[src/rtl/phy_cnt_pkg.sv]
// Purpose: Shared constants for the copper error counters and expansion window.
// Assumes: Avalon word addressing; register index equals the word address.
// Notes:   Byte address of a register is four times its index.
package phy_cnt_pkg;

  localparam int          ADDR_W          = 8;
  localparam int          DATA_W          = 32;

  // Register indices.
  localparam logic [7:0]  IDX_TXERR       = 8'h13;
  localparam logic [7:0]  IDX_FAULT_CRC   = 8'h28;
  localparam logic [7:0]  IDX_EXP_DATA    = 8'h2A;
  localparam logic [7:0]  IDX_EXP_SEL     = 8'h2E;
  localparam logic [7:0]  IDX_CNT_MODE    = 8'h38;
  localparam logic [7:0]  IDX_CNT_SEL     = 8'h3C;
  localparam logic [7:0]  IDX_IRQ_STAT    = 8'h40;
  localparam logic [7:0]  IDX_IRQ_MASK    = 8'h41;

  // Field positions.
  localparam int          POS_COPPER_OFF  = 9;
  localparam int          POS_ALT_TXERR   = 14;
  localparam int          POS_SEL_CRC     = 15;
  localparam int          POS_EXP_SEL_LO  = 8;
  localparam int          EXP_SEL_W       = 4;
  localparam logic [3:0]  EXP_SEL_ON      = 4'hF;

  // Interrupt status bits: a counter has reached its ceiling.
  localparam int          IRQ_W           = 5;
  localparam int          IRQ_FALSE_CAR   = 0;
  localparam int          IRQ_TXERR       = 1;
  localparam int          IRQ_REMOTE      = 2;
  localparam int          IRQ_LOCAL       = 3;
  localparam int          IRQ_CRC         = 4;

  // Reset values and ceilings.
  localparam logic [15:0] RST_REG16       = 16'h0000;
  localparam logic [7:0]  CNT8_MAX        = 8'hFF;
  localparam logic [15:0] CRC_MAX_DEF     = 16'h00FF;

endpackage

[src/rtl/sat_count.sv]
// Purpose: Saturating event counter that clears when software reads it.
// Assumes: Increment and clear are single-cycle strobes.
// Notes:   An event in the clearing cycle survives as a count of one.
module sat_count #(
  parameter int          W   = 8,
  parameter logic [15:0] MAX = 16'h00FF
) (
  input  wire logic         clk,
  input  wire logic         nrst,
  input  wire logic         inc,
  input  wire logic         clr,
  output logic     [W-1:0]  count
);
  localparam logic [W-1:0] ONE  = W'(1);
  localparam logic [W-1:0] ZERO = '0;
  localparam logic [W-1:0] TOP  = MAX[W-1:0];

  always_ff @(posedge clk or negedge nrst) begin
    if (!nrst) begin
      count <= ZERO;
    end else if (clr) begin
      count <= inc ? ONE : ZERO;
    end else if (inc && count != TOP) begin
      count <= count + ONE;
    end
  end
endmodule

[src/rtl/rise_detect.sv]
// Purpose: One-cycle pulse on each rising edge of a group of status levels.
// Assumes: Levels are synchronous to the clock.
// Notes:   Levels high at reset release do not give a pulse.
module rise_detect #(
  parameter int N = 2
) (
  input  wire logic          clk,
  input  wire logic          nrst,
  input  wire logic [N-1:0]  level,
  output logic      [N-1:0]  pulse
);
  logic [N-1:0] prev_r;
  logic         armed_r;

  always_ff @(posedge clk or negedge nrst) begin
    if (!nrst) begin
      armed_r <= 1'b0;
    end else begin
      armed_r <= 1'b1;
    end
  end

  genvar i;
  generate
    for (i = 0; i < N; i++) begin : g_bit
      always_ff @(posedge clk or negedge nrst) begin
        if (!nrst) begin
          prev_r[i] <= 1'b0;
          pulse[i]  <= 1'b0;
        end else begin
          prev_r[i] <= level[i];
          pulse[i]  <= armed_r && level[i] && !prev_r[i];
        end
      end
    end
  endgenerate
endmodule

[src/rtl/phy_err_counters.sv]
// Purpose: Copper error statistics counters and the expansion register window.
// Assumes: Avalon-MM slave with word addresses; event inputs other than the fault levels are clean strobes.
// Notes:   Counters sharing an address are picked by the select register.
//
// Overview of operation
// - In copper mode with bit 14 set, count packets with transmit error codes.
// - With bit 14 clear, the same field counts false carrier events instead.
// - High byte of the fault register counts local receiver fault entries while bit 15 is 0.
// - Low byte of the fault register counts remote receiver fault detections while bit 15 is 0.
// - Address 28h shows fault pair when bit 15 is 0, CRC count otherwise.
// - CRC count advances once per received copper frame with a CRC error while bit 15 is 1.
// - Counters run only while the copper mode bit 9 reads zero.
// - Counters stop at their ceiling (FFh, or CRC_MAX for the CRC count) and never wrap.
// - Reading a counter returns its value and clears it; reset value zero.
// - Select field 1111 opens expansion register access through register 2Ah.
// - Low byte of the access register picks the expansion register number.
//
// Design decision made here: the Avalon-MM register port.
module phy_err_counters
  import phy_cnt_pkg::*;
#(
  parameter int          EXP_DEPTH = 16,
  parameter logic [15:0] CRC_MAX   = phy_cnt_pkg::CRC_MAX_DEF
) (
  // Clock and reset
  input  wire logic                             CLK,
  input  wire logic                             NRST,
  // Avalon-MM slave
  input  wire logic [phy_cnt_pkg::ADDR_W-1:0]   ADDRESS,
  input  wire logic                             READ,
  input  wire logic                             WRITE,
  input  wire logic [3:0]                       BYTEENABLE,
  input  wire logic [phy_cnt_pkg::DATA_W-1:0]   WRITEDATA,
  output logic      [phy_cnt_pkg::DATA_W-1:0]   READDATA,
  output logic                                  WAITREQUEST,
  // Receive events from the copper datapath
  input  wire logic                             TX_ERR_CODE_PKT,
  input  wire logic                             FALSE_CARRIER,
  input  wire logic                             RX_CRC_ERR,
  input  wire logic                             LOCAL_RX_FAULT,
  input  wire logic                             REMOTE_RX_FAULT,
  // Interrupt
  output logic                                  IRQ
);
  import phy_cnt_pkg::*;

  typedef enum logic [0:0] {
    BUS_IDLE,
    BUS_DONE
  } bus_state_t;

  localparam int          EXP_IW   = $clog2(EXP_DEPTH);
  localparam logic [15:0] ZERO16   = 16'h0000;
  localparam logic [31:0] ZERO32   = 32'h0000_0000;

  bus_state_t        bus_r;
  logic [15:0]       cnt_mode_r;
  logic [15:0]       cnt_sel_r;
  logic [15:0]       exp_sel_r;
  logic [IRQ_W-1:0]  irq_stat_r;
  logic [IRQ_W-1:0]  irq_mask_r;
  logic [15:0]       exp_mem_r [EXP_DEPTH];

  logic              take;
  logic              rd_take;
  logic              wr_take;
  logic [15:0]       wdata16;
  logic [15:0]       wmask16;
  logic [31:0]       rdata_nxt;

  logic              copper_on;
  logic              alt_txerr;
  logic              sel_crc;
  logic              exp_open;
  logic              exp_hit;
  logic [EXP_IW-1:0] exp_idx;

  logic [1:0]        fault_pulse;
  logic              inc_txerr;
  logic              inc_fcar;
  logic              inc_local;
  logic              inc_remote;
  logic              inc_crc;
  logic              clr_13;
  logic              clr_fault;
  logic              clr_crc;

  logic [7:0]        txerr_cnt;
  logic [7:0]        fcar_cnt;
  logic [7:0]        local_cnt;
  logic [7:0]        remote_cnt;
  logic [15:0]       crc_cnt;
  logic [IRQ_W-1:0]  irq_evt;

  // Bus handshake: one wait cycle, effects land at the edge that raises the answer.
  assign take    = (READ || WRITE) && (bus_r == BUS_IDLE);
  assign rd_take = take && READ;
  assign wr_take = take && WRITE;
  assign wmask16 = {{8{BYTEENABLE[1]}}, {8{BYTEENABLE[0]}}};
  assign wdata16 = WRITEDATA[15:0];

  // The request acts at the edge that takes it; the wait cycle only lets the answer be registered.
  // A master that still holds its request in the answer cycle is not taken twice, as the state is then done.
  always_ff @(posedge CLK or negedge NRST) begin
    if (!NRST) begin
      bus_r <= BUS_IDLE;
    end else begin
      case (bus_r)
        BUS_IDLE: begin
          if (READ || WRITE) begin
            bus_r <= BUS_DONE;
          end
        end
        BUS_DONE: begin
          bus_r <= BUS_IDLE;
        end
        default: begin
          bus_r <= BUS_IDLE;
        end
      endcase
    end
  end

  // The answer is registered so that the port comes straight from a flip-flop.
  // This costs one wait cycle per access, which the management path can afford.
  always_ff @(posedge CLK or negedge NRST) begin
    if (!NRST) begin
      WAITREQUEST <= 1'b1;
    end else begin
      WAITREQUEST <= !take;
    end
  end

  // Mode decoding.
  assign copper_on = !cnt_mode_r[POS_COPPER_OFF];
  assign alt_txerr = cnt_sel_r[POS_ALT_TXERR];
  assign sel_crc   = cnt_sel_r[POS_SEL_CRC];
  assign exp_open  = exp_sel_r[POS_EXP_SEL_LO +: EXP_SEL_W] == EXP_SEL_ON;
  assign exp_idx   = exp_sel_r[EXP_IW-1:0];
  // An index past the end of the store closes the window rather than aliasing onto a lower word.
  assign exp_hit   = exp_open && (exp_sel_r[7:0] < 8'(EXP_DEPTH));

  // Configuration registers.
  // Only bit 9 of the mode word and bits 14 and 15 of the select word steer the counters.
  always_ff @(posedge CLK or negedge NRST) begin
    if (!NRST) begin
      cnt_mode_r <= RST_REG16;
    end else if (wr_take && ADDRESS == IDX_CNT_MODE) begin
      cnt_mode_r <= (cnt_mode_r & ~wmask16) | (wdata16 & wmask16);
    end
  end

  always_ff @(posedge CLK or negedge NRST) begin
    if (!NRST) begin
      cnt_sel_r <= RST_REG16;
    end else if (wr_take && ADDRESS == IDX_CNT_SEL) begin
      cnt_sel_r <= (cnt_sel_r & ~wmask16) | (wdata16 & wmask16);
    end
  end

  // Bits 15:12 are stored as written; software keeps them zero.
  always_ff @(posedge CLK or negedge NRST) begin
    if (!NRST) begin
      exp_sel_r <= RST_REG16;
    end else if (wr_take && ADDRESS == IDX_EXP_SEL) begin
      exp_sel_r <= (exp_sel_r & ~wmask16) | (wdata16 & wmask16);
    end
  end

  // Expansion register contents are a plain store here; their meaning lives elsewhere.
  // Writes with the window closed or the index out of range are dropped.
  genvar e;
  generate
    for (e = 0; e < EXP_DEPTH; e++) begin : g_exp
      always_ff @(posedge CLK or negedge NRST) begin
        if (!NRST) begin
          exp_mem_r[e] <= RST_REG16;
        end else if (wr_take && ADDRESS == IDX_EXP_DATA && exp_hit && exp_idx == EXP_IW'(e)) begin
          exp_mem_r[e] <= (exp_mem_r[e] & ~wmask16) | (wdata16 & wmask16);
        end
      end
    end
  endgenerate

  // Event qualification.
  // Fault inputs are levels, so only entries into the fault state are counted.
  // A fault that lasts many cycles therefore counts once.
  rise_detect #(
    .N (2)
  ) u_fault_edge (
    .clk   (CLK),
    .nrst  (NRST),
    .level ({LOCAL_RX_FAULT, REMOTE_RX_FAULT}),
    .pulse (fault_pulse)
  );

  assign inc_txerr  = copper_on && alt_txerr && TX_ERR_CODE_PKT;
  assign inc_fcar   = copper_on && !alt_txerr && FALSE_CARRIER;
  assign inc_local  = copper_on && !sel_crc && fault_pulse[1];
  assign inc_remote = copper_on && !sel_crc && fault_pulse[0];
  assign inc_crc    = copper_on && sel_crc && RX_CRC_ERR;

  // Clearing reads touch only the counter that the read returned.
  // The select in force at the taking edge decides which counter is cleared.
  assign clr_13    = rd_take && ADDRESS == IDX_TXERR;
  assign clr_fault = rd_take && ADDRESS == IDX_FAULT_CRC && !sel_crc;
  assign clr_crc   = rd_take && ADDRESS == IDX_FAULT_CRC && sel_crc;

  // Deselected counters neither count nor clear, so they keep their value across a select change.
  sat_count #(
    .W   (8),
    .MAX ({8'h00, CNT8_MAX})
  ) u_txerr (
    .clk   (CLK),
    .nrst  (NRST),
    .inc   (inc_txerr),
    .clr   (clr_13 && alt_txerr),
    .count (txerr_cnt)
  );

  sat_count #(
    .W   (8),
    .MAX ({8'h00, CNT8_MAX})
  ) u_fcar (
    .clk   (CLK),
    .nrst  (NRST),
    .inc   (inc_fcar),
    .clr   (clr_13 && !alt_txerr),
    .count (fcar_cnt)
  );

  sat_count #(
    .W   (8),
    .MAX ({8'h00, CNT8_MAX})
  ) u_local (
    .clk   (CLK),
    .nrst  (NRST),
    .inc   (inc_local),
    .clr   (clr_fault),
    .count (local_cnt)
  );

  sat_count #(
    .W   (8),
    .MAX ({8'h00, CNT8_MAX})
  ) u_remote (
    .clk   (CLK),
    .nrst  (NRST),
    .inc   (inc_remote),
    .clr   (clr_fault),
    .count (remote_cnt)
  );

  // The ceiling of the wide CRC count is a parameter since its true limit is unsettled.
  sat_count #(
    .W   (16),
    .MAX (CRC_MAX)
  ) u_crc (
    .clk   (CLK),
    .nrst  (NRST),
    .inc   (inc_crc),
    .clr   (clr_crc),
    .count (crc_cnt)
  );

  // Read multiplexer; unmapped words and a closed window read as zero.
  always_comb begin
    rdata_nxt = ZERO32;
    case (ADDRESS)
      IDX_TXERR: begin
        rdata_nxt[7:0] = alt_txerr ? txerr_cnt : fcar_cnt;
      end
      IDX_FAULT_CRC: begin
        rdata_nxt[15:0] = sel_crc ? crc_cnt : {local_cnt, remote_cnt};
      end
      IDX_EXP_DATA: begin
        rdata_nxt[15:0] = exp_hit ? exp_mem_r[exp_idx] : ZERO16;
      end
      IDX_EXP_SEL: begin
        rdata_nxt[15:0] = exp_sel_r;
      end
      IDX_CNT_MODE: begin
        rdata_nxt[15:0] = cnt_mode_r;
      end
      IDX_CNT_SEL: begin
        rdata_nxt[15:0] = cnt_sel_r;
      end
      IDX_IRQ_STAT: begin
        rdata_nxt[IRQ_W-1:0] = irq_stat_r;
      end
      IDX_IRQ_MASK: begin
        rdata_nxt[IRQ_W-1:0] = irq_mask_r;
      end
      default: begin
        rdata_nxt = ZERO32;
      end
    endcase
  end

  // Read data is held until the next read is taken, so a late sample still sees it.
  always_ff @(posedge CLK or negedge NRST) begin
    if (!NRST) begin
      READDATA <= ZERO32;
    end else if (rd_take) begin
      READDATA <= rdata_nxt;
    end
  end

  // Ceiling events: a counter that is about to reach its maximum.
  // Raising the flag on the step onto the ceiling, not on the ceiling itself, keeps a
  // parked counter from raising it again after software has cleared the status bit.
  assign irq_evt[IRQ_FALSE_CAR] = inc_fcar && fcar_cnt == CNT8_MAX - 8'h01;
  assign irq_evt[IRQ_TXERR]     = inc_txerr && txerr_cnt == CNT8_MAX - 8'h01;
  assign irq_evt[IRQ_REMOTE]    = inc_remote && remote_cnt == CNT8_MAX - 8'h01;
  assign irq_evt[IRQ_LOCAL]     = inc_local && local_cnt == CNT8_MAX - 8'h01;
  assign irq_evt[IRQ_CRC]       = inc_crc && crc_cnt == CRC_MAX - 16'h0001;

  // Sticky status; a new event wins over a write-one-to-clear in the same cycle.
  always_ff @(posedge CLK or negedge NRST) begin
    if (!NRST) begin
      irq_stat_r <= '0;
    end else if (wr_take && ADDRESS == IDX_IRQ_STAT && BYTEENABLE[0]) begin
      irq_stat_r <= (irq_stat_r & ~WRITEDATA[IRQ_W-1:0]) | irq_evt;
    end else begin
      irq_stat_r <= irq_stat_r | irq_evt;
    end
  end

  // The mask only gates the pin; status bits keep latching while masked.
  always_ff @(posedge CLK or negedge NRST) begin
    if (!NRST) begin
      irq_mask_r <= '0;
    end else if (wr_take && ADDRESS == IDX_IRQ_MASK && BYTEENABLE[0]) begin
      irq_mask_r <= WRITEDATA[IRQ_W-1:0];
    end
  end

  // The interrupt lags the status by one cycle so that the pin stays registered.
  always_ff @(posedge CLK or negedge NRST) begin
    if (!NRST) begin
      IRQ <= 1'b0;
    end else begin
      IRQ <= |(irq_stat_r & irq_mask_r);
    end
  end
endmodule

[config.mk]
export PLATFORM = sky130hd
export DESIGN_NAME = phy_err_counters
export DESIGN_NICKNAME = d
export VERILOG_FILES = /design/src/rtl/phy_cnt_pkg.sv /design/src/rtl/sat_count.sv /design/src/rtl/rise_detect.sv /design/src/rtl/phy_err_counters.sv
export SDC_FILE = /design/constraint.sdc
export NUM_CORES = 1
export LEC_CHECK = 0
export BUFFER_PORTS_ARGS = -buffer_cell sky130_fd_sc_hd__buf_2
export CORE_ASPECT_RATIO = 1.1
export CORE_MARGIN = 2
export CORE_UTILIZATION = 60
export CTS_BUF_LIST = sky130_fd_sc_hd__clkbuf_4
export CTS_CLUSTER_SIZE = 28
export DETAILED_ROUTE_END_ITERATION = 7
export MAX_ROUTING_LAYER = met4
export PLACE_DENSITY = 0.8
export SYNTH_ARGS = -nofsm -noshare
export SYNTH_HDL_FRONTEND = slang
export SYNTH_SLANG_ARGS = --single-unit
[constraint.sdc]
create_clock -name CLK -period 4.02 [get_ports CLK]
set_input_delay 0.201 -clock CLK [delete_from_list [all_inputs] [get_ports CLK]]
set_output_delay 0.201 -clock CLK [all_outputs]
set_load 0.02 [all_outputs]
# --- Yosys cells after proc, flatten, opt, wreduce, memory -nomap -nowiden ---
# Cells that the tools add are included.
word_totals:
  regBits: 386
  inputBits: 53
  output_inout_bits: 34
op_classes:
  reduce_logical: 72
  n_addsub: 5
  magnitude_cmp: 2
  n_mux: 27
  eq_ne: 34
  bitwise: 47
op_table:
  columns: ["cell", "count"]
  rows:
  - ["bitwise AND 16 bit", 20]
  - ["bitwise OR 16 bit", 19]
  - ["two-way mux 16 bit", 6]
  - ["two-way mux 8 bit", 9]
  - ["binary-select mux 16 bit (select 4 bit)", 1]
  - ["logical AND 1 bit", 58]
  - ["== test 8 x 6 -> 1 bit (second input constant)", 5]
  - ["case mux 5 bit (8 select lines)", 1]
  - ["case mux 8 bit (5 select lines)", 1]
  - ["== test 4 bit (second input constant)", 9]
  - ["adder 8 x 1 -> 8 bit (second input constant)", 4]
  - ["== test 8 bit (second input constant)", 4]
  - ["!= test 8 bit (second input constant)", 4]
  - ["case mux 3 bit (6 select lines)", 1]
  - ["adder 16 x 1 -> 16 bit (second input constant)", 1]
  - ["== test 16 x 8 -> 1 bit (second input constant)", 1]
  - ["== test 4 x 3 -> 1 bit (second input constant)", 4]
  - ["== test 8 x 7 -> 1 bit (second input constant)", 2]
  - ["!= test 16 x 8 -> 1 bit (second input constant)", 1]
  - ["NOT 16 bit", 1]
  - ["bitwise AND 5 bit", 2]
  - ["bitwise OR 5 bit", 2]
  - ["nonzero test 2 bit", 5]
  - ["== test 4 x 2 -> 1 bit (second input constant)", 2]
  - ["other kinds (14)", 24]

# --- Logic depth before layout (Yosys ltp) ---
# Gate-level depths: netlist (run 1).
depth:
  ltp_word: 6
  ltp_mapped: 8

# --- Cells and area by module ---
# Synthesis (run 1) repeated with hierarchy kept, for this count alone.
hier_totals:
  hier_cells: 1462
  hier_area_um2: 19175.9
by_module_without_submodules:
  columns: ["mod", "area_each_um2", "instances", "cells_each"]
  rows:
  - ["phy_err_counters", 16295.6, 1, 1173]
  - ["sat_count at u_fcar ...", 473.0, 3, 47]
  - ["sat_count at u_crc", 880.8, 1, 93]
  - ["sat_count at u_txerr", 434.2, 1, 47]
  - ["rise_detect", 146.4, 1, 8]

# --- Worst setup path after synthesis (run 1) ---
# Ideal clock, no wire load.
synth_timing:
  path_type: "reg2reg"
  from: "register (tool-made name)"
  to: "register (tool-made name)"
  n_path_buf: 1
  t_arrival_ps: 2094
  synth_period_minus_slack_ps: 2219
  slack_ps: 1801
  setup_time_ps: 125
  path_stages_with_launch: 7
  t_required_ps: 3895
  cell_sequence: "dfrtp_1 nor4bb_1 and4_1 buf_4 nand4b_4 nor2_8 mux2_2"

==> impl_results.html, run 1 <==
<table>
<tr><th>Metric</th><th>Value</th></tr>
<tr><th colspan="2">Run status</th></tr>
<tr><td>Run status</td><td>complete, no violations</td></tr>
<tr><th colspan="2">Finish</th></tr>
<tr><td>Area of combinational cells with multiple inputs</td><td>8800 um^2</td></tr>
<tr><td>Fraction of final layout cells with drive strength greater than 1</td><td>41.1%</td></tr>
<tr><td>Final layout net count</td><td>1575</td></tr>
<tr><td>Sequential cell area</td><td>9670 um^2</td></tr>
<tr><td>Synth-to-Final Area Change</td><td>10.2%</td></tr>
<tr><td>Fillers</td><td>2212</td></tr>
<tr><th colspan="2">Place</th></tr>
<tr><td>HPWL after detailed placement</td><td>28.7 mm</td></tr>
<tr><td>Last weighted congestion value of the routability-driven placer</td><td>0.892</td></tr>
<tr><td>Port Buffers</td><td>52</td></tr>
<tr><th colspan="2">Clock network</th></tr>
<tr><td>Bufs on Longest Clock Path</td><td>3</td></tr>
<tr><td>Root cell of the clock tree</td><td>sky130_fd_sc_hd__clkbuf_4</td></tr>
<tr><td>Post-CTS Setup Repair Bufs</td><td>0</td></tr>
<tr><td>Clock latency reported for the late side of the worst-skew pair</td><td>0.75 ns</td></tr>
<tr><td>CTS buffer count</td><td>96</td></tr>
<tr><td>Clock Pin Slew Worst Setup and Hold Paths</td><td>0.07 ns</td></tr>
<tr><td>Number of gates resized after CTS</td><td>0</td></tr>
<tr><td>TritonCTS Sinks</td><td>386</td></tr>
<tr><td>Depth of the CTS H-tree</td><td>3</td></tr>
<tr><td>Clock tree from TritonCTS</td><td>yes</td></tr>
<tr><th colspan="2">Hold path</th></tr>
<tr><td>Hold Path Sink</td><td>READDATA[15]</td></tr>
<tr><td>Worst hold path cell count</td><td>5</td></tr>
<tr><td>Worst Hold Class</td><td>primary input to flip-flop</td></tr>
<tr><td>Startpoint of the worst hold path</td><td>ADDRESS[4]</td></tr>
<tr><th colspan="2">Setup path</th></tr>
<tr><td>Worst Reg2Reg Path Length in Cells</td><td>5</td></tr>
<tr><td>Critical path buffer and inverter count</td><td>1</td></tr>
<tr><td>Path type of the worst setup path</td><td>flip-flop to flip-flop</td></tr>
<tr><td>Type of destination of the critical path</td><td>flip-flop</td></tr>
<tr><td>CP max FO</td><td>17</td></tr>
<tr><td>Startpoint types</td><td>flip-flop</td></tr>
<tr><td>Crit-path slowest cell</td><td>sky130_fd_sc_hd__nor4bb_1</td></tr>
<tr><td>FF-to-FF setup slack</td><td>0.99 ns</td></tr>
<tr><td>CP Cell Sequence</td><td>nor4bb_1, nand4_4, buf_4, nor3_4, mux2_2</td></tr>
<tr><td>Cell class contributing the biggest share of worst-path delay</td><td>simple AND/OR/NAND/NOR gates</td></tr>
<tr><td>Worst endpoint required time</td><td>4.62 ns</td></tr>
<tr><td>Critical path data arrival time</td><td>3.63 ns</td></tr>
<tr><td>CP max stage delay</td><td>0.67 ns</td></tr>
<tr><th colspan="2">Yosys</th></tr>
<tr><td>Portion of the post-synthesis area used by sequential elements</td><td>50.9%</td></tr>
<tr><td>Synthesized flop and latch total</td><td>386</td></tr>
<tr><td>Most instantiated library cell after synthesis</td><td>sky130_fd_sc_hd__dfrtp_1</td></tr>
<tr><td>Top post-synthesis cells by area</td><td>sky130_fd_sc_hd__dfrtp_1 (51%), sky130_fd_sc_hd__mux2_2 (18%), sky130_fd_sc_hd__mux4_2 (8.8%), sky130_fd_sc_hd__mux2i_1 (1.8%), sky130_fd_sc_hd__nand2_1 (1.5%)</td></tr>
<tr><td>Number of synthesis warnings</td><td>0</td></tr>
<tr><td>Async set-or-reset flop fraction in the synthesized netlist</td><td>100%</td></tr>
<tr><td>Commonest cells in the netlist</td><td>sky130_fd_sc_hd__dfrtp_1 (385), sky130_fd_sc_hd__mux2_2 (308), sky130_fd_sc_hd__nand2_1 (78), sky130_fd_sc_hd__nor2_1 (76), sky130_fd_sc_hd__mux4_2 (74)</td></tr>
<tr><td>Top_reg_cell synth</td><td>sky130_fd_sc_hd__dfrtp_1</td></tr>
<tr><td>Post-synth cell types</td><td>78</td></tr>
<tr><td>Post-Synthesis Cell Area</td><td>19000 um^2</td></tr>
<tr><td>Cell count after synthesis</td><td>1403</td></tr>
<tr><td>Area share of the largest cell type after synthesis</td><td>50.8%</td></tr>
<tr><td>Mean instance size in the synthesized netlist</td><td>13.5 um^2</td></tr>
<tr><td>Post-synth EDFFs</td><td>0</td></tr>
<tr><td>Top cell type by total area after synthesis</td><td>sky130_fd_sc_hd__dfrtp_1</td></tr>
<tr><th colspan="2">Global routing</th></tr>
<tr><td>Total global-route track usage</td><td>27.4%</td></tr>
<tr><td>Antenna violations before repair</td><td>2</td></tr>
<tr><td>Number of global-route vias before repair</td><td>12.8k</td></tr>
<tr><td>Largest net degree at the start of global routing</td><td>106</td></tr>
<tr><td>Leftover overflow at the end of global routing</td><td>0</td></tr>
<tr><td>First-pass GRT wire length</td><td>69.2 mm</td></tr>
<tr><th colspan="2">STA</th></tr>
<tr><td>Achievable Freq</td><td>330 MHz</td></tr>
<tr><td>Count of final max-slew check failures</td><td>0</td></tr>
<tr><td>Unrepaired setup endpoints after global routing</td><td>no</td></tr>
<tr><td>Final hold vios</td><td>0</td></tr>
<tr><td>Setup TNS Final</td><td>0 ns</td></tr>
<tr><td>Final setup violation count</td><td>0</td></tr>
<tr><td>Post-Route Skew</td><td>0.0422 ns</td></tr>
<tr><td>WHS</td><td>0.0760 ns</td></tr>
<tr><td>Final critical-path required period</td><td>3.03 ns</td></tr>
<tr><td>Slew margin rel.</td><td>22.7%</td></tr>
<tr><td>Transition time at the pin with the least slew margin</td><td>1.15 ns</td></tr>
<tr><td>Final period utilization</td><td>75.4%</td></tr>
<tr><th colspan="2">Die</th></tr>
<tr><td>Top-Level Pins</td><td>87</td></tr>
<tr><td>Horizontal extent of the die</td><td>174 um</td></tr>
<tr><td>CORE AREA</td><td>31200 um^2</td></tr>
<tr><td>Starting utilization of the core area</td><td>60.8%</td></tr>
<tr><td>Floorplan row count</td><td>68</td></tr>
<tr><td>Die area</td><td>33100 um^2</td></tr>
<tr><td>Die height</td><td>190 um</td></tr>
<tr><th colspan="2">Routing</th></tr>
<tr><td>First-pass detailed-route iteration total</td><td>5</td></tr>
<tr><td>Wirelength, routed</td><td>42.1 mm</td></tr>
<tr><td>DRC violation count after routing</td><td>0</td></tr>
<tr><td>Number of design-rule violations left by the first detailed-router iteration</td><td>820</td></tr>
<tr><td>Average routed wire per standard cell</td><td>21.2 um</td></tr>
<tr><td>Vias per Instance</td><td>6.17</td></tr>
<tr><td>Via total after detailed routing</td><td>12.3k</td></tr>
<tr><td>Final ANT Viol Nets</td><td>0</td></tr>
<tr><th colspan="2">Run</th></tr>
<tr><td>Max cap viols</td><td>0</td></tr>
<tr><th colspan="2">Power and ir drop</th></tr>
<tr><td>Largest vdd supply drop</td><td>0.000166 V</td></tr>
<tr><td>Power Dens Cells</td><td>372 nW/um^2</td></tr>
<tr><td>Leakage</td><td>9.96 nW</td></tr>
</table>
-- layer usage --
layer  GRT usage [%]  share of wire, %
met3            4.59               5.2
met1            34.6                42
met5               -                 0
met4            12.1               3.4
met2            44.1                50
-- final cells by class --
| type | count | share of cell area, % |
|---|---|---|
| sequential | 386 | 46.3 |
| timing repair buffer | 101 | 3.57 |
| multi-input combinational | 912 | 42.1 |
| clock buffer | 136 | 4.89 |
| tap | 420 | 2.51 |
| antenna | 2 | 0.0240 |
| inverter | 15 | 0.269 |
| clock inverter | 13 | 0.359 |
-- repair_timing --
item                                    4_1_cts  5_1_grt
hold endpoints to repair                    332        0
hold buffers                                 28        0
endpoints found under the setup margin        0        0
-- power by group --
part	leakage [nW]	switching (mW)	internal (mW)
combinational	4.06	0.392	0.211
sequential	5.23	0.136	3.98
clock	0.667	1.47	1.59
-- worst max-delay path by stage --
stage / cells after the start / to
2_1_floorplan: 6 / flip-flop
3_3_place_gp: 5 / READDATA[6]
3_5_place_dp: 5 / flip-flop
4_1_cts: 5 / flip-flop
5_1_grt: 5 / flip-flop
6_report: 5 / flip-flop
-- logic make-up after synthesis --
family | Yosys count | share of synthesized area (%)
AOI/OAI and AO/OA | 120 | 4.54
other | 2 | 0.0396
xor gates and xnor gates | 34 | 1.57
adders and majority gates | 10 | 0.660
buffers and inverters | 120 | 2.99
and+or+nand+nor | 312 | 10.2
muxes | 419 | 29.0
DFF | 386 | 50.9
-- placed cells by master, fill, tap and decap left out, types with 8 or more instances in the layout --
cell type	netlist	layout
sky130_fd_sc_hd__ha_1	10	10
sky130_fd_sc_hd__nand2_1	78	78
sky130_fd_sc_hd__mux2i_1	34	34
sky130_fd_sc_hd__a211oi_1	12	12
sky130_fd_sc_hd__dfrtp_1	385	383
sky130_fd_sc_hd__nand4_1	18	18
sky130_fd_sc_hd__xor2_1	21	21
sky130_fd_sc_hd__nand3_1	22	22
sky130_fd_sc_hd__and3_1	12	12
sky130_fd_sc_hd__buf_2	21	51
sky130_fd_sc_hd__conb_1	2	17
sky130_fd_sc_hd__a22oi_1	9	9
sky130_fd_sc_hd__inv_1	14	14
sky130_fd_sc_hd__o21ai_0	24	24
sky130_fd_sc_hd__mux4_2	74	74
sky130_fd_sc_hd__nor3_1	13	13
sky130_fd_sc_hd__clkinv_1	1	10
sky130_fd_sc_hd__buf_4	20	18
sky130_fd_sc_hd__a21oi_1	24	24
sky130_fd_sc_hd__nor2_1	76	76
sky130_fd_sc_hd__xnor2_1	13	13
sky130_fd_sc_hd__nor3_4	17	17
sky130_fd_sc_hd__mux2_2	308	308
sky130_fd_sc_hd__nor3b_1	8	8
sky130_fd_sc_hd__clkbuf_4	0	136
sky130_fd_sc_hd__dlygate4sd3_1	0	28
-- tightest hold or removal path, stage by stage --
cell	delay [ns]
sky130_fd_sc_hd__buf_2	0.16
sky130_fd_sc_hd__nand2_1	0.07
sky130_fd_sc_hd__nand4_1	0.14
sky130_fd_sc_hd__o21ai_0	0.09
sky130_fd_sc_hd__o21a_1	0.10
-- metrics by stage --
stage	setup WS, ns	util (%)	cell area, um^2	total power [mW]	cells
global placement	1.15	62.5	19500	4.75	1806
finish	0.991	66.9	20900	7.78	1985
detailed placement	1.06	62.5	19500	4.77	1806
CTS	1.00	66.9	20900	7.87	1983
global route	0.843	66.9	20900	8.15	1985
floorplan	1.80	-	19000	4.51	1418
No activity file was read; power rests on OpenSTA's default activity.
==> run 2: changes to the inputs <==
Settings changed: CORE_UTILIZATION 60 to 58, PLACE_DENSITY 0.8 to 0.81.
Clock period 4.02 ns to 2.7 ns, I/O delays scaled along.
==> impl_results.html, run 2 (synthesized netlist as in run 1, its figures left out) <==
<table>
<tr><th>Metric</th><th>Value</th></tr>
<tr><th colspan="2">Clock network</th></tr>
<tr><td>Depth of the CTS H-tree</td><td>3</td></tr>
<tr><td>TritonCTS Sinks</td><td>386</td></tr>
<tr><td>Post-CTS Setup Repair Bufs</td><td>0</td></tr>
<tr><td>Number of gates resized after CTS</td><td>0</td></tr>
<tr><td>Root cell of the clock tree</td><td>sky130_fd_sc_hd__clkbuf_4</td></tr>
<tr><td>Bufs on Longest Clock Path</td><td>3</td></tr>
<tr><td>Clock tree from TritonCTS</td><td>yes</td></tr>
<tr><td>Clock latency reported for the late side of the worst-skew pair</td><td>0.79 ns</td></tr>
<tr><td>Clock Pin Slew Worst Setup and Hold Paths</td><td>0.07 ns</td></tr>
<tr><td>CTS buffer count</td><td>94</td></tr>
<tr><th colspan="2">STA</th></tr>
<tr><td>Final setup slack of the worst path</td><td>0.203 ns</td></tr>
<tr><td>WHS</td><td>0.0472 ns</td></tr>
<tr><td>Final critical-path required period</td><td>2.50 ns</td></tr>
<tr><td>Slew margin rel.</td><td>54.6%</td></tr>
<tr><td>Transition time at the pin with the least slew margin</td><td>0.672 ns</td></tr>
<tr><td>Count of final max-slew check failures</td><td>0</td></tr>
<tr><td>Final setup violation count</td><td>0</td></tr>
<tr><td>Final hold vios</td><td>0</td></tr>
<tr><td>Setup TNS Final</td><td>0 ns</td></tr>
<tr><td>Unrepaired setup endpoints after global routing</td><td>no</td></tr>
<tr><td>Post-Route Skew</td><td>0.0552 ns</td></tr>
<tr><td>Achievable Freq</td><td>400 MHz</td></tr>
<tr><td>Final period utilization</td><td>92.5%</td></tr>
<tr><th colspan="2">Routing</th></tr>
<tr><td>Average routed wire per standard cell</td><td>21.2 um</td></tr>
<tr><td>First-pass detailed-route iteration total</td><td>5</td></tr>
<tr><td>Number of design-rule violations left by the first detailed-router iteration</td><td>836</td></tr>
<tr><td>DRC violation count after routing</td><td>0</td></tr>
<tr><td>Final ANT Viol Nets</td><td>0</td></tr>
<tr><td>Vias per Instance</td><td>6.11</td></tr>
<tr><td>Via total after detailed routing</td><td>12.5k</td></tr>
<tr><td>Wirelength, routed</td><td>43.5 mm</td></tr>
<tr><th colspan="2">Setup path</th></tr>
<tr><td>Path type of the worst setup path</td><td>flip-flop to flip-flop</td></tr>
<tr><td>Type of destination of the critical path</td><td>flip-flop</td></tr>
<tr><td>Critical path data arrival time</td><td>3.14 ns</td></tr>
<tr><td>Worst endpoint required time</td><td>3.34 ns</td></tr>
<tr><td>CP max FO</td><td>8</td></tr>
<tr><td>Startpoint types</td><td>flip-flop</td></tr>
<tr><th colspan="2">Run status</th></tr>
<tr><td>Run status</td><td>complete, no violations</td></tr>
<tr><th colspan="2">Finish</th></tr>
<tr><td>Fraction of final layout cells with drive strength greater than 1</td><td>42.5%</td></tr>
<tr><td>Synth-to-Final Area Change</td><td>12.8%</td></tr>
<tr><td>Final layout net count</td><td>1624</td></tr>
<tr><td>Cell area after layout</td><td>21400 um^2</td></tr>
<tr><td>Leading cell types in the layout, fill and taps excluded</td><td>sky130_fd_sc_hd__dfrtp_1 (383), sky130_fd_sc_hd__mux2_2 (308), sky130_fd_sc_hd__clkbuf_4 (138)</td></tr>
<tr><td>Most common cell after layout, fill and taps aside</td><td>sky130_fd_sc_hd__dfrtp_1</td></tr>
<tr><th colspan="2">Power and ir drop</th></tr>
<tr><td>Largest vdd supply drop</td><td>0.000274 V</td></tr>
<tr><td>PnR Total Power</td><td>11.8 mW</td></tr>
<tr><td>Power Dens Cells</td><td>550 nW/um^2</td></tr>
<tr><td>Leakage</td><td>10.3 nW</td></tr>
<tr><th colspan="2">Global routing</th></tr>
<tr><td>Total global-route track usage</td><td>27.0%</td></tr>
<tr><td>First-pass GRT wire length</td><td>70.7 mm</td></tr>
<tr><td>Antenna violations before repair</td><td>1</td></tr>
<tr><td>Largest net degree at the start of global routing</td><td>99</td></tr>
<tr><td>Number of global-route vias before repair</td><td>13.3k</td></tr>
<tr><td>Leftover overflow at the end of global routing</td><td>0</td></tr>
<tr><th colspan="2">Place</th></tr>
<tr><td>Port Buffers</td><td>52</td></tr>
<tr><td>Cell area after placement</td><td>19800 um^2</td></tr>
<tr><td>Worst slack at placement</td><td>0.236 ns</td></tr>
<tr><td>HPWL after detailed placement</td><td>29.8 mm</td></tr>
<tr><td>Last weighted congestion value of the routability-driven placer</td><td>0.923</td></tr>
<tr><th colspan="2">Die</th></tr>
<tr><td>Die height</td><td>194 um</td></tr>
<tr><td>Floorplan row count</td><td>69</td></tr>
<tr><td>Horizontal extent of the die</td><td>176 um</td></tr>
<tr><td>Top-Level Pins</td><td>87</td></tr>
<tr><td>Starting utilization of the core area</td><td>58.7%</td></tr>
<tr><td>Die area</td><td>34200 um^2</td></tr>
<tr><td>CORE AREA</td><td>32300 um^2</td></tr>
<tr><th colspan="2">Run</th></tr>
<tr><td>Max cap viols</td><td>0</td></tr>
<tr><th colspan="2">Hold path</th></tr>
<tr><td>Worst Hold Class</td><td>primary input to flip-flop</td></tr>
</table>
## run 2: layout make-up
| cell class | count | area [um^2] |
|---|---|---|
| diodes | 1 | 2.50 |
| clock buffers | 138 | 1040 |
| clock inverters | 23 | 114 |
| fillers | 2222 | 10900 |
| inverters | 15 | 56.3 |
| multi-input cells | 912 | 8800 |
| flip-flops and latches | 386 | 9670 |
| well taps | 426 | 533 |
| repair buffers | 152 | 1180 |
## run 2: power breakdown
| part | internal, mW | switching [mW] | total, mW | leakage [nW] |
|---|---|---|---|---|
| clock | 2.42 | 2.28 | 4.70 | 0.699 |
| combinational | 0.334 | 0.604 | 0.939 | 4.32 |
| sequential | 5.92 | 0.201 | 6.13 | 5.23 |
| total | 8.68 | 3.08 | 11.8 | 10.3 |
## run 2: per-stage QoR
| step | utilization [%] | cells |
|---|---|---|
| global route | 66.2 | 2053 |
| global placement | 61.5 | 1854 |
| floorplan | - | 1418 |
| CTS | 66.2 | 2052 |
| detailed placement | 61.5 | 1854 |
| finish | 66.2 | 2053 |
## run 2: final timing paths
path / from / end / slack [ns] / cells after the start
hold / removal: READ / READDATA[10] / 0.05 / 5
max in group asynchronous: NRST / async pin / 1.62 / 4
setup / recovery: flip-flop / flip-flop / 0.20 / 6
hold reg to reg: u_fault_edge.prev_r[0] / u_fault_edge.pulse[0] / 0.40 / 1
setup reg to reg: flip-flop / flip-flop / 0.20 / 6
min in group asynchronous: NRST / u_crc.count[11] / 0.53 / 4
## run 2: metal layers
layer,wire (um),track usage [%],vias to the layer above,share of wire [%]
met5,0,-,-,0
met4,1510,11.9,0,3.5
met3,2310,4.20,118,5.3
met2,22300,44.6,401,51
met1,17400,33.1,6497,40
li1,-,-,5528,-
## run 2: worst max-delay path, cell delays in order, from the launching register on
cell,delay (ns)
sky130_fd_sc_hd__dfrtp_1,0.41
sky130_fd_sc_hd__nor4bb_1,0.35
sky130_fd_sc_hd__buf_4,0.19
sky130_fd_sc_hd__and4_1,0.29
sky130_fd_sc_hd__buf_4,0.21
sky130_fd_sc_hd__nand4_1,0.45
sky130_fd_sc_hd__mux2_2,0.45
## run 2: timing repair
action	in CTS	in global routing
setup endpoints to repair	0	0
endpoints found under the hold margin	724	0
hold buffers	37	0
==> run 3: changes to the inputs <==
--- a/config.mk
+++ b/config.mk
@@ -10,3 +10,3 @@
 export CORE_MARGIN = 2
-export CORE_UTILIZATION = 58
+export CORE_UTILIZATION = 60
 export CTS_BUF_LIST = sky130_fd_sc_hd__clkbuf_4
@@ -15,3 +15,3 @@
 export MAX_ROUTING_LAYER = met4
-export PLACE_DENSITY = 0.81
+export PLACE_DENSITY = 0.8
 export SYNTH_ARGS = -nofsm -noshare
==> constraint.sdc (replaced) <==
create_clock -name CLK -period 2.8 [get_ports CLK]
set_input_delay 0.28 -clock CLK [delete_from_list [all_inputs] [get_ports CLK]]
set_output_delay 0.28 -clock CLK [all_outputs]
set_load 0.02 [all_outputs]
==> impl_results.html, run 3 (synthesized netlist as in run 1, its figures left out) <==
<table>
<tr><th>Metric</th><th>Value</th></tr>
<tr><th colspan="2">Hold path</th></tr>
<tr><td>Worst Hold Class</td><td>primary input to flip-flop</td></tr>
<tr><th colspan="2">STA</th></tr>
<tr><td>Final setup violation count</td><td>0</td></tr>
<tr><td>Post-Route Skew</td><td>0.0421 ns</td></tr>
<tr><td>Final critical-path required period</td><td>2.56 ns</td></tr>
<tr><td>Slew margin rel.</td><td>39.0%</td></tr>
<tr><td>Transition time at the pin with the least slew margin</td><td>0.915 ns</td></tr>
<tr><td>Final hold vios</td><td>0</td></tr>
<tr><td>Setup TNS Final</td><td>0 ns</td></tr>
<tr><td>Final period utilization</td><td>91.4%</td></tr>
<tr><td>Count of final max-slew check failures</td><td>0</td></tr>
<tr><td>Achievable Freq</td><td>391 MHz</td></tr>
<tr><td>Final setup slack of the worst path</td><td>0.239 ns</td></tr>
<tr><td>Unrepaired setup endpoints after global routing</td><td>no</td></tr>
<tr><th colspan="2">Global routing</th></tr>
<tr><td>Total global-route track usage</td><td>27.3%</td></tr>
<tr><td>Leftover overflow at the end of global routing</td><td>0</td></tr>
<tr><td>Number of global-route vias before repair</td><td>13.0k</td></tr>
<tr><td>Antenna violations before repair</td><td>1</td></tr>
<tr><td>Largest net degree at the start of global routing</td><td>80</td></tr>
<tr><td>First-pass GRT wire length</td><td>68.9 mm</td></tr>
<tr><th colspan="2">Clock network</th></tr>
<tr><td>CTS buffer count</td><td>96</td></tr>
<tr><td>TritonCTS Sinks</td><td>386</td></tr>
<tr><td>Depth of the CTS H-tree</td><td>3</td></tr>
<tr><td>Clock latency reported for the late side of the worst-skew pair</td><td>0.75 ns</td></tr>
<tr><td>Number of gates resized after CTS</td><td>0</td></tr>
<tr><td>Root cell of the clock tree</td><td>sky130_fd_sc_hd__clkbuf_4</td></tr>
<tr><td>Bufs on Longest Clock Path</td><td>3</td></tr>
<tr><td>Clock Pin Slew Worst Setup and Hold Paths</td><td>0.07 ns</td></tr>
<tr><td>Clock tree from TritonCTS</td><td>yes</td></tr>
<tr><th colspan="2">Power and ir drop</th></tr>
<tr><td>Leakage</td><td>10.1 nW</td></tr>
<tr><td>Largest vdd supply drop</td><td>0.000255 V</td></tr>
<tr><td>Power Dens Cells</td><td>535 nW/um^2</td></tr>
<tr><td>PnR Total Power</td><td>11.3 mW</td></tr>
<tr><th colspan="2">Finish</th></tr>
<tr><td>Post-route core utilization</td><td>67.4%</td></tr>
<tr><td>Final layout net count</td><td>1590</td></tr>
<tr><td>Cell area after layout</td><td>21100 um^2</td></tr>
<tr><td>Most common cell after layout, fill and taps aside</td><td>sky130_fd_sc_hd__dfrtp_1</td></tr>
<tr><td>Leading cell types in the layout, fill and taps excluded</td><td>sky130_fd_sc_hd__dfrtp_1 (383), sky130_fd_sc_hd__mux2_2 (308), sky130_fd_sc_hd__clkbuf_4 (143)</td></tr>
<tr><td>Fraction of final layout cells with drive strength greater than 1</td><td>42.8%</td></tr>
<tr><td>Synth-to-Final Area Change</td><td>11.0%</td></tr>
<tr><th colspan="2">Routing</th></tr>
<tr><td>DRC violation count after routing</td><td>0</td></tr>
<tr><td>Average routed wire per standard cell</td><td>21.0 um</td></tr>
<tr><td>Final ANT Viol Nets</td><td>0</td></tr>
<tr><td>Number of design-rule violations left by the first detailed-router iteration</td><td>882</td></tr>
<tr><td>Via total after detailed routing</td><td>12.3k</td></tr>
<tr><td>First-pass detailed-route iteration total</td><td>7</td></tr>
<tr><td>Vias per Instance</td><td>6.11</td></tr>
<tr><td>Wirelength, routed</td><td>42.2 mm</td></tr>
<tr><th colspan="2">Place</th></tr>
<tr><td>Worst slack at placement</td><td>0.317 ns</td></tr>
<tr><td>Port Buffers</td><td>52</td></tr>
<tr><td>Cell area after placement</td><td>19800 um^2</td></tr>
<tr><td>HPWL after detailed placement</td><td>29.1 mm</td></tr>
<tr><td>Last weighted congestion value of the routability-driven placer</td><td>0.908</td></tr>
<tr><th colspan="2">Die</th></tr>
<tr><td>CORE AREA</td><td>31200 um^2</td></tr>
<tr><td>Die area</td><td>33100 um^2</td></tr>
<tr><td>Starting utilization of the core area</td><td>60.8%</td></tr>
<tr><td>Top-Level Pins</td><td>87</td></tr>
<tr><td>Floorplan row count</td><td>68</td></tr>
<tr><td>Horizontal extent of the die</td><td>174 um</td></tr>
<tr><td>Die height</td><td>190 um</td></tr>
<tr><th colspan="2">Setup path</th></tr>
<tr><td>Path type of the worst setup path</td><td>flip-flop to flip-flop</td></tr>
<tr><td>CP max FO</td><td>8</td></tr>
<tr><td>Critical path buffer and inverter count</td><td>0</td></tr>
<tr><td>Cell class contributing the biggest share of worst-path delay</td><td>simple AND/OR/NAND/NOR gates</td></tr>
<tr><td>Startpoint types</td><td>flip-flop</td></tr>
<tr><td>Crit-path slowest cell</td><td>sky130_fd_sc_hd__nor4bb_1</td></tr>
<tr><td>Critical path data arrival time</td><td>3.16 ns</td></tr>
<tr><td>Type of destination of the critical path</td><td>flip-flop</td></tr>
<tr><td>CP max stage delay</td><td>0.57 ns</td></tr>
<tr><td>CP Cell Sequence</td><td>nor4bb_1, and4_1, nand4b_4, nor2_8, mux2_2</td></tr>
<tr><td>Worst endpoint required time</td><td>3.40 ns</td></tr>
<tr><th colspan="2">Run</th></tr>
<tr><td>Max cap viols</td><td>0</td></tr>
<tr><th colspan="2">Run status</th></tr>
<tr><td>Run status</td><td>complete, no violations</td></tr>
</table>
## run 3: final timing paths
kind,cells after the start,slack [ns],from,endpoint
max reg2reg,5,0.24,flip-flop,flip-flop
min,2,0.04,WRITEDATA[9],flip-flop
min reg2reg,1,0.39,u_fault_edge.prev_r[1],u_fault_edge.pulse[1]
max in group asynchronous,3,1.78,NRST,async pin
min in group asynchronous,2,0.12,NRST,async pin
max,5,0.24,flip-flop,flip-flop
## run 3: metrics by stage
step | hold slack [ns] | instances
after floorplan | -0.0156 | 1418
after global placement | 0.320 | 1837
after detailed placement | 0.325 | 1837
after CTS | 0.00144 | 2009
after global routing | 0.0428 | 2011
final | 0.0367 | 2011
## run 3: worst register-to-register path: cells and delay by family, from the launching register on
family           cells  cell delay (ns)
AND/OR/NAND/NOR      4             1.62
multiplexers         1             0.37
flip-flops           1             0.41
## run 3: layout make-up
| cell class | instances | area, um^2 |
|---|---|---|
| antenna | 2 | 5.00 |
| clock buffer | 143 | 1070 |
| clock inverter | 17 | 63.8 |
| fill | 2170 | 10200 |
| inverter | 15 | 56.3 |
| multi-input combinational | 912 | 8800 |
| sequential | 386 | 9670 |
| tap | 420 | 526 |
| timing repair buffer | 116 | 868 |
## run 3: layer usage
metal  vias up  wire length [um]  global-route usage, %
met5         -                 0                      -
met4         0              1470                   12.0
met3       103              2210                   5.18
met2       409             21200                   44.3
met1      6307             17300                   33.8
li1       5469                 -                      -
## run 3: repair_timing
action | in CTS | in global routing
hold endpoints to repair | 196 | 0
setup buffers | 0 | 0
hold buffers | 12 | 0
## run 3: where the power goes
group	total, mW	internal [mW]	switching, mW	leakage (nW)
Sequential	5.91	5.71	0.193	5.23
Clock	4.48	2.30	2.18	0.693
Combinational	0.870	0.301	0.570	4.17
